## config.mk

```make
export PLATFORM = sky130hd
export DESIGN_NAME = io_space_access_decode
export DESIGN_NICKNAME = d
export VERILOG_FILES = /design/src/io_space_pkg.sv /design/src/io_space_access_decode.sv
export SDC_FILE = /design/constraint.sdc
export NUM_CORES = 1
export LEC_CHECK = 0
export ABC_AREA = 1
export BUFFER_PORTS_ARGS = -buffer_cell sky130_fd_sc_hd__buf_4
export CAP_MARGIN = 10
export CORE_MARGIN = 5
export CORE_UTILIZATION = 38
export DETAILED_ROUTE_END_ITERATION = 7
export MAX_ROUTING_LAYER = met4
export RECOVER_POWER = 25
export SKIP_CTS_REPAIR_TIMING = 1
export SLEW_MARGIN = 20
export SYNTH_ARGS = -nofsm -noshare
export SYNTH_HDL_FRONTEND = slang
export SYNTH_SLANG_ARGS = --single-unit
```

## constraint.sdc

```tcl
create_clock -name clock -period 2.7 [get_ports clock]
set_clock_uncertainty 0.15 [all_clocks]
set_input_delay 0.135 -clock clock [delete_from_list [all_inputs] [get_ports clock]]
set_output_delay 0.135 -clock clock [all_outputs]
set_load 0.02 [all_outputs]
```

## src/io_space_pkg.sv

```systemverilog
// Package for the I/O space access decoder: address limits, op codes, widths.
// Assumes a single-clock CPU core that issues one I/O operation per request.
`default_nettype none

package io_space_pkg;

  localparam int unsigned IO_ADDR_W      = 6;
  localparam int unsigned DATA_ADDR_W    = 16;
  localparam logic [5:0]  IO_FIRST       = 6'h00;
  localparam logic [5:0]  IO_LAST        = 6'h3f;
  localparam logic [5:0]  IO_BIT_LAST    = 6'h1f;
  localparam logic [15:0] IO_DATA_OFFSET = 16'h0020;
  localparam logic [15:0] IO_DATA_LAST   = 16'h005f;
  localparam logic [7:0]  REG_RESET      = 8'h00;

  typedef enum logic [2:0]
  {
    OP_IO_IN         = 3'b000,
    OP_IO_OUT        = 3'b001,
    OP_BIT_SET       = 3'b010,
    OP_BIT_CLEAR     = 3'b011,
    OP_SKIP_IF_SET   = 3'b100,
    OP_SKIP_IF_CLEAR = 3'b101,
    OP_DATA_LOAD     = 3'b110,
    OP_DATA_STORE    = 3'b111
  } io_op_e;

endpackage : io_space_pkg

`default_nettype wire

```

## src/io_space_access_decode.sv

```systemverilog
// I/O space access decoder with a bank of 64 byte registers.
// Assumes the CPU core holds op, address and data for the request cycle only.
//
// Summary of operation
// - Bit set and bit clear modify single bits of registers 0x00 to 0x1F.
// - Skip-if-bit-set and skip-if-bit-clear test one bit of the lower 32 registers.
// - I/O input and output address 0x00 to 0x3F and move one byte.
// - Data-space loads and stores reach I/O register n at address n plus 0x20.
// - Write-one-to-clear flags clear on one; writing zero leaves them unchanged.
// - Bit set and clear write the whole register back, clearing flags read as one other than the bit being cleared.
`timescale 1ns/1ps
`default_nettype none

module io_space_access_decode
  import io_space_pkg::*;
#(
  parameter logic [63:0] RESERVED_ADDR = 64'h0000_0000_0000_0000, // Unimplemented locations
  parameter logic [7:0]  W1C_MASK      = 8'h80,                    // Flag bits cleared by one
  parameter logic [63:0] W1C_ADDR      = 64'h0000_0000_0000_0001  // Locations holding flags
)
(
  input  wire logic                               clock,       // 50 MHz CPU clock
  input  wire logic                               nrst,        // Async reset, active low
  input  wire logic                               req,         // Operation valid this cycle
  input  wire io_space_pkg::io_op_e               op,          // Operation kind
  input  wire logic [io_space_pkg::IO_ADDR_W-1:0] io_addr,     // I/O address for in/out/bit ops
  input  wire logic [io_space_pkg::DATA_ADDR_W-1:0] data_addr, // Data-space address for load/store
  input  wire logic [2:0]                         bit_sel,     // Bit number for bit ops
  input  wire logic [7:0]                         wdata,       // Write data
  input  wire logic [63:0]                        flag_set,    // Hardware flag set strobes, per location
  output logic [7:0]                              rdata,       // Read data, registered
  output logic                                    rvalid,      // Read data valid pulse
  output logic                                    skip,        // Skip next instruction pulse
  output logic                                    hit,         // Request decoded to I/O space
  output logic [63:0][7:0]                        reg_q        // Register contents to peripherals
);

  // ****************************************
  // Address decode
  // ****************************************
  logic [5:0]  sel_addr;
  logic        sel_ok;
  logic        is_bit_op;
  logic        is_skip_op;
  logic        is_store_op;
  logic        is_load_op;
  logic        is_write;
  logic        is_read;
  logic        is_skip;
  logic [15:0] data_rel;

  // Operation classes, independent of the address
  always_comb
  begin
    is_bit_op   = (op == OP_BIT_SET) || (op == OP_BIT_CLEAR);
    is_skip_op  = (op == OP_SKIP_IF_SET) || (op == OP_SKIP_IF_CLEAR);
    is_store_op = (op == OP_IO_OUT) || (op == OP_DATA_STORE);
    is_load_op  = (op == OP_IO_IN) || (op == OP_DATA_LOAD);
  end

  // Out-of-range requests give no hit and leave every register alone
  always_comb
  begin
    data_rel = data_addr - IO_DATA_OFFSET;
    sel_addr = io_addr;
    sel_ok   = 1'b0;
    unique case (op)
      OP_IO_IN, OP_IO_OUT:
      begin
        sel_ok = (io_addr >= IO_FIRST) && (io_addr <= IO_LAST);
      end
      OP_BIT_SET, OP_BIT_CLEAR, OP_SKIP_IF_SET, OP_SKIP_IF_CLEAR:
      begin
        sel_ok = (io_addr <= IO_BIT_LAST);
      end
      OP_DATA_LOAD, OP_DATA_STORE:
      begin
        sel_addr = data_rel[5:0];
        sel_ok   = (data_addr >= IO_DATA_OFFSET) && (data_addr <= IO_DATA_LAST);
      end
    endcase
    hit      = req && sel_ok;
    is_write = hit && (is_store_op || is_bit_op) && !RESERVED_ADDR[sel_addr];
    is_read  = hit && is_load_op;
    is_skip  = hit && is_skip_op;
  end

  // ****************************************
  // Register bank
  // ****************************************
  logic [63:0][7:0] regs;
  logic [63:0][7:0] next_regs;
  logic [7:0]       cur;
  logic [7:0]       bit_mask;
  logic [7:0]       wr_val;

  // Bit ops write the whole byte back, so W1C flags read as one clear, except the bit a bit clear targets
  always_comb
  begin
    cur      = regs[sel_addr];
    bit_mask = 8'h01 << bit_sel;
    wr_val   = wdata;
    if (op == OP_BIT_SET)
    begin
      wr_val = cur | bit_mask;
    end
    else if (op == OP_BIT_CLEAR)
    begin
      wr_val = cur & ~bit_mask;
    end
  end

  // One write enable and one W1C merge per location
  genvar g;
  generate
    for (g = 0; g < 64; g++)
    begin : g_loc
      logic loc_we;

      assign loc_we = is_write && (sel_addr == 6'(g));

      always_comb
      begin
        next_regs[g] = regs[g];
        if (loc_we)
        begin
          if (W1C_ADDR[g])
          begin
            next_regs[g] = (regs[g] & W1C_MASK & ~wr_val) |
                           (wr_val & ~W1C_MASK);
          end
          else
          begin
            next_regs[g] = wr_val;
          end
        end
        if (W1C_ADDR[g] && flag_set[g])
        begin
          next_regs[g] = next_regs[g] | W1C_MASK;                  // Set wins over clear
        end
      end

      always_ff @(posedge clock or negedge nrst)
      begin
        if (!nrst)
        begin
          regs[g] <= REG_RESET;
        end
        else
        begin
          regs[g] <= next_regs[g];
        end
      end
    end
  endgenerate

  assign reg_q = regs;

  // ****************************************
  // Read answer
  // ****************************************
  logic [7:0] next_rdata;
  logic       next_rvalid;

  always_comb
  begin
    next_rdata  = rdata;
    next_rvalid = is_read;
    if (is_read)
    begin
      next_rdata = cur;
    end
  end

  always_ff @(posedge clock or negedge nrst)
  begin
    if (!nrst)
    begin
      rdata  <= REG_RESET;
      rvalid <= 1'b0;
    end
    else
    begin
      rdata  <= next_rdata;
      rvalid <= next_rvalid;
    end
  end

  // ****************************************
  // Skip answer
  // ****************************************
  logic next_skip;

  // Skip-if-clear tests the inverse of the selected bit
  always_comb
  begin
    next_skip = 1'b0;
    if (is_skip && (op == OP_SKIP_IF_SET))
    begin
      next_skip = cur[bit_sel];
    end
    else if (is_skip)
    begin
      next_skip = !cur[bit_sel];
    end
  end

  always_ff @(posedge clock or negedge nrst)
  begin
    if (!nrst)
    begin
      skip <= 1'b0;
    end
    else
    begin
      skip <= next_skip;
    end
  end

endmodule : io_space_access_decode

`default_nettype wire

```

-- Yosys cells after proc, flatten, opt, wreduce, memory -nomap -nowiden
Memory sizes are Yosys's and may differ from the RTL's.
Index checks and enable logic that the tools add are counted.
- memories: 1
- flip-flop bits (word level): 522
- output and inout port bits: 523
- logic and storage cells: 252
- memory bits (read-only): 64
- muxes and demuxes: 13
- add/subtract/negate cells: 1
- reductions and logical operators: 85
- eq/ne operators: 70
- shifts and indexed selects: 1
- bitwise logic cells: 6
- order comparisons: 7
- memory list (memory ; depth ; width ; read ports ; clocked after Yosys merged registers in ; write ports ; line ; RTL):
    (no name shown) ; 64 ; 1 ; 1 ; 0 ; 0 ; io_space_access_decode.sv:83 ; is_write = hit && (is_store_op || is_bit_op) && !RESERVED_ADDR[sel_addr];
- operator list (cell ; number):
    equality test 6 bit, second input constant ; 32
    equality test 6 x 5 -> 1 bit, second input constant ; 16
    logical AND 1 bit ; 72
    binary-select mux 8 bit (select 6 bit) ; 1
    equality test 6 x 4 -> 1 bit, second input constant ; 8
    two-way mux 8 bit ; 5
    equality test 6 x 3 -> 1 bit, second input constant ; 4
    AND 8 bit ; 2
    >= comparator 16 x 6 -> 1 bit, second input constant ; 1
    <= comparator 16 x 7 -> 1 bit, second input constant ; 1
    NOT 8 bit ; 2
    equality test 3 bit, second input constant ; 4
    equality test 6 x 2 -> 1 bit, second input constant ; 2
    bitwise OR 8 x 7 -> 8 bit ; 1
    bitwise OR 8 bit ; 1
    left shift 1 x 3 -> 8 bit, first input constant ; 1
    < comparator 6 x 7 -> 1 bit, second input constant ; 1
    equality test 3 x 2 -> 1 bit, second input constant ; 2
    equality test 6 x 1 -> 1 bit, second input constant ; 1
    >= comparator 6 x 1 -> 1 bit, second input constant ; 1
    <= comparator 6 x 5 -> 1 bit, second input constant ; 1
    <= comparator 6 bit, second input constant ; 1
    zero test 6 bit ; 1
    two-way mux 6 bit ; 1
    12 further kinds ; 21

-- Longest topological paths before layout
Gate-level depths: netlist of the first run.
- depth after elaboration: 13
- mapped depth: 26
- gate-level depth less buffers: 20

-- Least setup slack after synthesis of the first run
OpenSTA, ideal clock, no wires.
- kind: input to register
- start: input port op[2]
- end: register regs, in the netlist reg_q[483]
- arrival: 2307 ps
- setup time: 122 ps
- path slack: 121 ps
- stages on the path: 21
- path buffers: 6
- path through: buf_2 -> nand2_2 -> buf_6 -> o21ai_4 -> inv_2 -> buf_4 -> buf_4 -> buf_2 -> nand2_1 -> nand2_1 -> nand2_1 -> nand2_1 -> nor2_1 -> nor2_1 -> nor2_1 -> nand2_2 -> nor3_2 -> nor2_4 -> buf_6 -> nand2_1 -> o21ai_1
- word-level cells in the longest chain between the ends: 8
- elaborated cells on any way between the ends: 30
- RTL lines (element ; line ; RTL):
    start, declared ; io_space_access_decode.sv:25 ; input wire io_space_pkg::io_op_e op,
    equality test 3 bit (on tied branches) ; io_space_access_decode.sv:57, io_space_access_decode.sv:67 ;
    OR reduction 2 bit ; io_space_access_decode.sv:67 ; unique case (op)
    two-way mux 6 bit ; io_space_access_decode.sv:67 ;
    binary-select mux 8 bit (select 6 bit) / memory (64 x 1 bit) (equally long branches) ; -- ;
    two-way mux 8 bit (implied by the code) / two-way mux 1 bit (equally long branches) ; io_space_access_decode.sv:100, io_space_access_decode.sv:83 ;
    AND 8 bit / zero test 1 bit (equally long branches) ; io_space_access_decode.sv:109, io_space_access_decode.sv:83 ;
    two-way mux 8 bit / logical AND 1 bit (equally long branches) ; io_space_access_decode.sv:107, io_space_access_decode.sv:83 ;
    two-way mux 8 bit / logical AND 1 bit (equally long branches) ; io_space_access_decode.sv:103, io_space_access_decode.sv:120 ;
    end signal, assigned by index ; io_space_access_decode.sv:151 ; regs[g] <= next_regs[g];
    end, declared ; io_space_access_decode.sv:91 ; logic [63:0][7:0] regs;
Parallel ways exist; a longest one is shown, timed or not. The select of a mux whose other input is x is not followed.
A chain may end at the register's enable or synchronous reset.

-- Final worst setup path of the first run
- start: input port op[1]
- end: register regs, in the netlist reg_q[404]
Same word-level chain as after synthesis.

==> key figures, run 1 <==
Status
  – Status: complete, but fails checks
  – Failing checks: hold timing

Floorplan
  – Core area: 0.0656 mm^2
  – Row cnt: 94
  – Die width: 267 um
  – Initial Utilization: 38.3%
  – Die Height: 267 um
  – Die area: 0.0713 mm^2
  – IO Pins: 626

Logic synthesis
  – Post-synth top area share: 52.0%
  – Post-synthesis cell count: 3450
  – Synth area leader: dfrtp_1
  – Compound-cell area share of the yosys netlist: 10.4%
  – Top FF cell, synth: dfrtp_1
  – EDFF count, synth: 0
  – Most frequent cell after synthesis: nand2_1
  – Simple-gate share of the synthesized area: 31.6%
  – Post-Synth Adder-Cell Area: 0%
  – Yosys warnings: 0
  – Dominant cells by area after synthesis: dfrtp_1, nand2_1, o21ai_0
  – Ys async rst share: 100%
  – Synth Area per Inst: 7.28 um^2
  – Number of distinct library cells after synthesis: 29
  – Synth Area in XOR/XNOR: 0%
  – Sequential-to-total area share from yosys stat: 52.0%
  – Largest family of logic cells by synthesized area: simple AND/OR/NAND/NOR gates
  – Multiplexer share of the synthesized area: 0.269%
  – Synth Register Bits: 522
  – Synth cell count leaders: nand2_1, dfrtp_1, o21ai_0
  – Syn nets: 3553
  – Area of the mapped netlist: 0.0251 mm^2

Drt
  – DR DRC count: 0
  – Via density: 5.14
  – Via count: 25800
  – First-pass detailed-route iteration total: 6
  – Post-route ant nets: 0
  – Total Wirelength: 114000 um
  – Drt wl/cell: 22.8 um
  – Initial drt markers: 2677

CTS
  – Root Buffer: clkbuf_16
  – H-tree depth: 2
  – CTS clk-pin slew, worst paths: 60 ps
  – CTS tree: yes
  – Total CTS buffers: 57
  – Clk Latency, worst-skew pair: 640 ps
  – CTS Sinks: 522
  – Clock buffer depth: 3

STA
  – Setup total negative slack: 0 ps
  – Slew headroom: 14.4%
  – Fmax: 384 MHz
  – Hold slack: -29.7 ps
  – Worst Tran Pin Value: 1280 ps
  – Final hold vios: 1
  – Final Critical Period: 2600 ps
  – Fin. max-slew vios: 0
  – Final setup vio count: 0
  – Fin crit share: 96.4%

Power and ir drop
  – Leakage: 17.9 nW
  – Pwr Density: 621 mW/mm^2
  – Maximum vdd drop: 0.000462 V
  – Overall Power: 21.2 mW

Setup path
  – Maximum fanout along the worst path: 18
  – Kind of critical path: input pin to register
  – CP startpoint kind: input pin
  – Critical Path End Type: register
  – Critical Path AT: 2930 ps
  – Critical path required time: 3030 ps

GRT
  – Total track usage: 31.3%
  – Largest net degree at the start of global routing: 80
  – Initial antenna violation count: 2
  – First-pass GRT wire length: 164000 um
  – Vias in the first global route: 24300
  – Congestion Overflow GR: 0

Finish
  – Area grow syn2layout: 35.9%
  – Fraction of layout cells with a size suffix above 1: 21.8%
  – Fin area: 0.0341 mm^2
  – Final net count: 4209
  – Filler cell count: 6455

Flow run
  – Max Cap Violations: 0

Min path
  – Hold crit path type: input pin to register

Place
  – Cell Area, Placed: 0.0320 mm^2
  – RD Place Congestion: 0.978
  – Port bufs: 562
  – Detailed Place HPWL: 83300 um
## state kept, by name, summed over array words and instances (netlist names)
register  cells
rdata         8
skip          1
rvalid        1
reg_q       512
## cell type report
| cell class | instances | area [um^2] | area share [%] |
|---|---|---|---|
| clock inverters | 22 | 272 | 0.795 |
| clock buffers | 85 | 1710 | 5.02 |
| well taps | 864 | 1080 | 3.17 |
| diodes | 2 | 5.00 | 0.0147 |
| flip-flops and latches | 522 | 13100 | 38.3 |
| repair buffers | 810 | 6780 | 19.8 |
| inverters | 125 | 470 | 1.38 |
| multi-input cells | 2590 | 10800 | 31.5 |
## where the power goes
group / total, mW / leakage (nW) / internal (mW) / switching, mW
clock: 8.27 / 0.974 / 4.87 / 3.41
combinational: 4.09 / 9.73 / 1.46 / 2.63
sequential: 8.82 / 7.20 / 8.30 / 0.524
total: 21.2 / 17.9 / 14.6 / 6.56
## through the flow
| step | std cells | setup slack, ps | utilization [%] |
|---|---|---|---|
| CTS | 4998 | -128 | 51.8 |
| finish | 5020 | 97.6 | 52.0 |
| floorplan | 3450 | 121 | - |
| global placement | 4891 | -784 | 48.8 |
| global route | 5019 | -5.31 | 52.0 |
| detailed placement | 4891 | -779 | 48.8 |
## path summary, 6_finish.rpt
path                               to  startpoint  depth (start not counted)  slack (ps)
max in group asynchronous  reg_q[282]        nrst                          4         520
setup / recovery           reg_q[404]       op[1]                         18         100
hold reg to reg            reg_q[171]  reg_q[171]                          2         350
setup reg to reg            reg_q[57]  reg_q[473]                         12         100
min in group asynchronous  reg_q[195]        nrst                          3         370
hold / removal                   skip         req                          8         -30
## layer usage
layer | vias up | part of all wire [%] | GRT usage, %
li1 | 12100 | - | -
met1 | 12400 | 41 | 41.1
met2 | 1095 | 47 | 49.6
met3 | 213 | 7.6 | 5.29
met4 | 0 | 4.1 | 10.6
met5 | - | 0 | -
## cells by family after synthesis
group                  after synthesis
flip-flops                         522
buffers and inverters              338
AO/OA/AOI/OAI                      514
multiplexers                         6
AND/OR/NAND/NOR                   2070
## cells in the final DEF (no fill, tap or decap), types with 12 or more instances in the layout
master,count
nand2_1,1771
clkbuf_1,38
a21oi_1,12
dfrtp_1,522
clkbuf_8,16
buf_4,705
clkbuf_16,62
o21ai_0,471
nor2_1,175
clkinv_2,12
inv_1,122
o21ai_1,16
buf_12,56
nand3_1,102
## critical path, cell delays in order
cell       delay, ps
buf_4            110
nand2_2          120
o21ai_4          400
nor2_4           140
buf_12           160
clkbuf_16        200
nand2_1           80
nand3_1          100
nand2_1           70
nand2_1           50
nor2_1           230
nor2_1           140
nor2_1           120
nand2_1          150
o21ai_4          200
buf_12           160
buf_12           200
o21ai_0          140
No activity file was read; power rests on OpenSTA's default activity.
==> inputs of run 2 (changes only) <==
==> constraint.sdc (replaced) <==
create_clock -name clock -period 2.7 [get_ports clock]
set_clock_uncertainty 0.15 [all_clocks]
set_input_delay 0.405 -clock clock [delete_from_list [all_inputs] [get_ports clock]]
set_output_delay 0.405 -clock clock [all_outputs]
set_load 0.02 [all_outputs]
==> run 2 against run 1 <==
Net effect: the run ends with capacitance limit, slew limit, setup timing left; register-to-register slack improved by 30 ps; first-iteration DRC count rose by 6.1%; via count is 2.8% higher; count of clock-buffer cells in the layout decreased by 8; combinational power up 6.6%; flip-flop and latch count unchanged; sequential power about the same; critical path depth increased by 3; final cell count grew 0.80%; utilization increased by 1.7 points; highest routed layer unchanged.
==> key figures, run 2 (same netlist as run 1, synthesis figures left out) <==
Status
  – Status: complete, but fails checks (unchanged)
  – Failing checks: capacitance limit, slew limit, setup timing (was hold timing)

Place
  – Placed cells: 4904 (was 4891)
  – RD Place Congestion: 0.944 (was 0.978)
  – Port bufs: 562 (unchanged)
  – Detailed Place HPWL: 84100 um (was 83300 um)

Drt
  – Drt wl/cell: 23.8 um (was 22.8 um)
  – Via count: 26500 (was 25800)
  – DR DRC count: 0 (unchanged)
  – Total Wirelength: 120000 um (was 114000 um)
  – Via density: 5.24 (was 5.14)
  – Initial drt markers: 2840 (was 2677)
  – First-pass detailed-route iteration total: 6 (unchanged)
  – Post-route ant nets: 0 (unchanged)

Setup path
  – R2R Setup Slk: 130 ps (was 100 ps)
  – Critical path required time: 3040 ps (was 3030 ps)
  – Critical Path AT: 3050 ps (was 2930 ps)
  – Kind of critical path: input pin to register (unchanged)
  – Critical path's largest stage delay: 230 ps (was 400 ps)
  – Worst R2R Path Depth: 15 (was 12)
  – RR Startpoint: reg_q[382] (was reg_q[473])
  – Worst-path cell chain: buf_6 > nand2_8 > nand2_4 > nand2_8 > buf_4 > buf_12 > nand2_1 > nand2_1 > nand2_1 > nand2_1 > nand2_1 > nand2_1 > nor2_1 > buf_4 > nor2_1 > nor2_2 > nand2_2 > o21ai_4 > buf_4 > buf_6 > o21ai_0 (was buf_4 > nand2_2 > o21ai_4 > nor2_4 > buf_12 > clkbuf_16 > nand2_1 > nand3_1 > nand2_1 > nand2_1 > nor2_1 > nor2_1 > nor2_1 > nand2_1 > o21ai_4 > buf_12 > buf_12 > o21ai_0)
  – Maximum fanout along the worst path: 33 (was 18)
  – CP startpoint kind: input pin (unchanged)
  – Critical Path End Type: register (unchanged)
  – Worst path top cell family by delay: simple AND/OR/NAND/NOR gates (unchanged)
  – Most frequent CP cell: nand2_1 (unchanged)
  – Worst path slowest cell: nor2_2 (was o21ai_4)
  – Reg-to-reg endpoint: reg_q[262] (was reg_q[57])
  – Buf+Inv Stages, Crit Path: 6 (was 5)

Min path
  – WHS Endpoint: skip (unchanged)
  – Hold wc startpoint: op[0] (was req)
  – Worst Hold Depth: 5 (was 8)
  – Hold crit path type: input pin to register (unchanged)

CTS
  – Clock buffer depth: 3 (unchanged)
  – H-tree depth: 2 (unchanged)
  – CTS clk-pin slew, worst paths: 60 ps (about the same)
  – Clk Latency, worst-skew pair: 630 ps (was 640 ps)
  – Total CTS buffers: 58 (was 57)
  – CTS tree: yes (unchanged)
  – Root Buffer: clkbuf_16 (unchanged)
  – CTS Sinks: 522 (unchanged)

Power and ir drop
  – Maximum vdd drop: 0.000495 V (was 0.000462 V)
  – Pwr Density: 616 mW/mm^2 (was 621 mW/mm^2)
  – Overall Power: 21.7 mW (was 21.2 mW)
  – Leakage: 18.5 nW (was 17.9 nW)

Finish
  – Number of flip-flops in the largest register: 512 (unchanged)
  – Fraction of layout cells with a size suffix above 1: 24.3% (was 21.8%)
  – Filler-free cell count of the finished design: 5060 (was 5020)
  – Final net count: 4247 (was 4209)
  – Most frequent cells in the layout: nand2_1, buf_4, dfrtp_1 (unchanged)
  – Area grow syn2layout: 40.5% (was 35.9%)
  – Commonest non-fill, non-tap cell in the layout: nand2_1 (unchanged)
  – Final Core Density: 53.8% (was 52.0%)

STA
  – Final Critical Period: 2710 ps (was 2600 ps)
  – Slew headroom: -34.5% (was 14.4%)
  – Fmax: 369 MHz (was 384 MHz)
  – Unrepaired setup endpoints after global routing: yes
  – Fin crit share: 100% (was 96.4%)
  – Fin. max-slew vios: 53 (was 0)
  – Final hold vios: 0 (was 1)
  – Hold slack: 83.7 ps (was -29.7 ps)
  – Final setup vio count: 6 (was 0)
  – Setup ws final: -12.2 ps (was 97.6 ps)
  – Worst Tran Pin Value: 2020 ps (was 1280 ps)

GRT
  – Congestion Overflow GR: 0 (unchanged)
  – Total track usage: 31.4% (was 31.3%)
  – Initial antenna violation count: 7 (was 2)
  – Largest net degree at the start of global routing: 67 (was 80)
  – Vias in the first global route: 24400 (was 24300)
  – First-pass GRT wire length: 165000 um (was 164000 um)

Flow run
  – Max Cap Violations: 1 (was 0)

Floorplan
  – Core area: 0.0656 mm^2 (unchanged)
  – Row cnt: 94 (unchanged)
  – Initial Utilization: 38.3% (unchanged)
  – IO Pins: 626 (unchanged)
  – Die width: 267 um (unchanged)
  – Die Height: 267 um (unchanged)
  – Die area: 0.0713 mm^2 (unchanged)
-- run 2: changes by cell type in the layout (fill, tap and decap cells not counted), sizes merged --
cell         previous run  this run
clkinv                 14        18
clkbuf                123       107
dlygate4sd3             9         2
diode                   2         4
buf                   763       815
bufinv                  5         7
clkinvlp                4         3
inv                   124       128
-- run 2: area by class of cell --
| type | instances | area [um^2] |
|---|---|---|
| Clock buffer | 77 | 1680 |
| Inverter | 125 | 472 |
| Tap cell | 864 | 1080 |
| Fill cell | 6336 | 30300 |
| Multi-Input combinational cell | 2590 | 10900 |
| Sequential cell | 522 | 13100 |
| Antenna cell | 4 | 10.0 |
| Timing Repair Buffer | 847 | 7720 |
| Clock inverter | 31 | 364 |
-- run 2: how the worst max path moves through the flow --
stage | startpoint | endpoint | depth (start not counted)
floorplan | op[2] | reg_q[483] | 24
global placement | data_addr[0] | reg_q[482] | 18
detailed placement | op[2] | reg_q[346] | 17
CTS | op[2] | reg_q[346] | 17
global route | data_addr[0] | reg_q[242] | 21
finish | op[2] | reg_q[262] | 21
-- run 2: stage by stage --
stage / cell area (um^2) / setup slack [ps] / setup TNS (ps)
finish: 35300 / -12.2 / -38.5
global placement: 32400 / -876 / -292520
detailed placement: 32400 / -960 / -298830
global route: 35300 / -65.9 / -3950
CTS: 34400 / -306 / -17330
floorplan: 25200 / -84.2 / -4290
-- run 2: tightest hold or removal path, stage by stage --
cell and delay [ps]:
buf_4 90, inv_1 60, nand3_1 90, nand3_1 70, nand2_1 90
-- run 2: routing by layer --
metal	track usage, %	vias to the layer above	share of wire, %
met5	-	-	0
met2	50.6	1297	48
met1	40.8	12800	40
met4	10.2	0	4.4
met3	5.19	250	8.2
li1	-	12200	-
-- run 2: report_power, final --
part	switching [mW]	internal, mW
sequential	0.545	8.30
combinational	2.73	1.62
clock	3.48	5.06
total	6.76	15.0
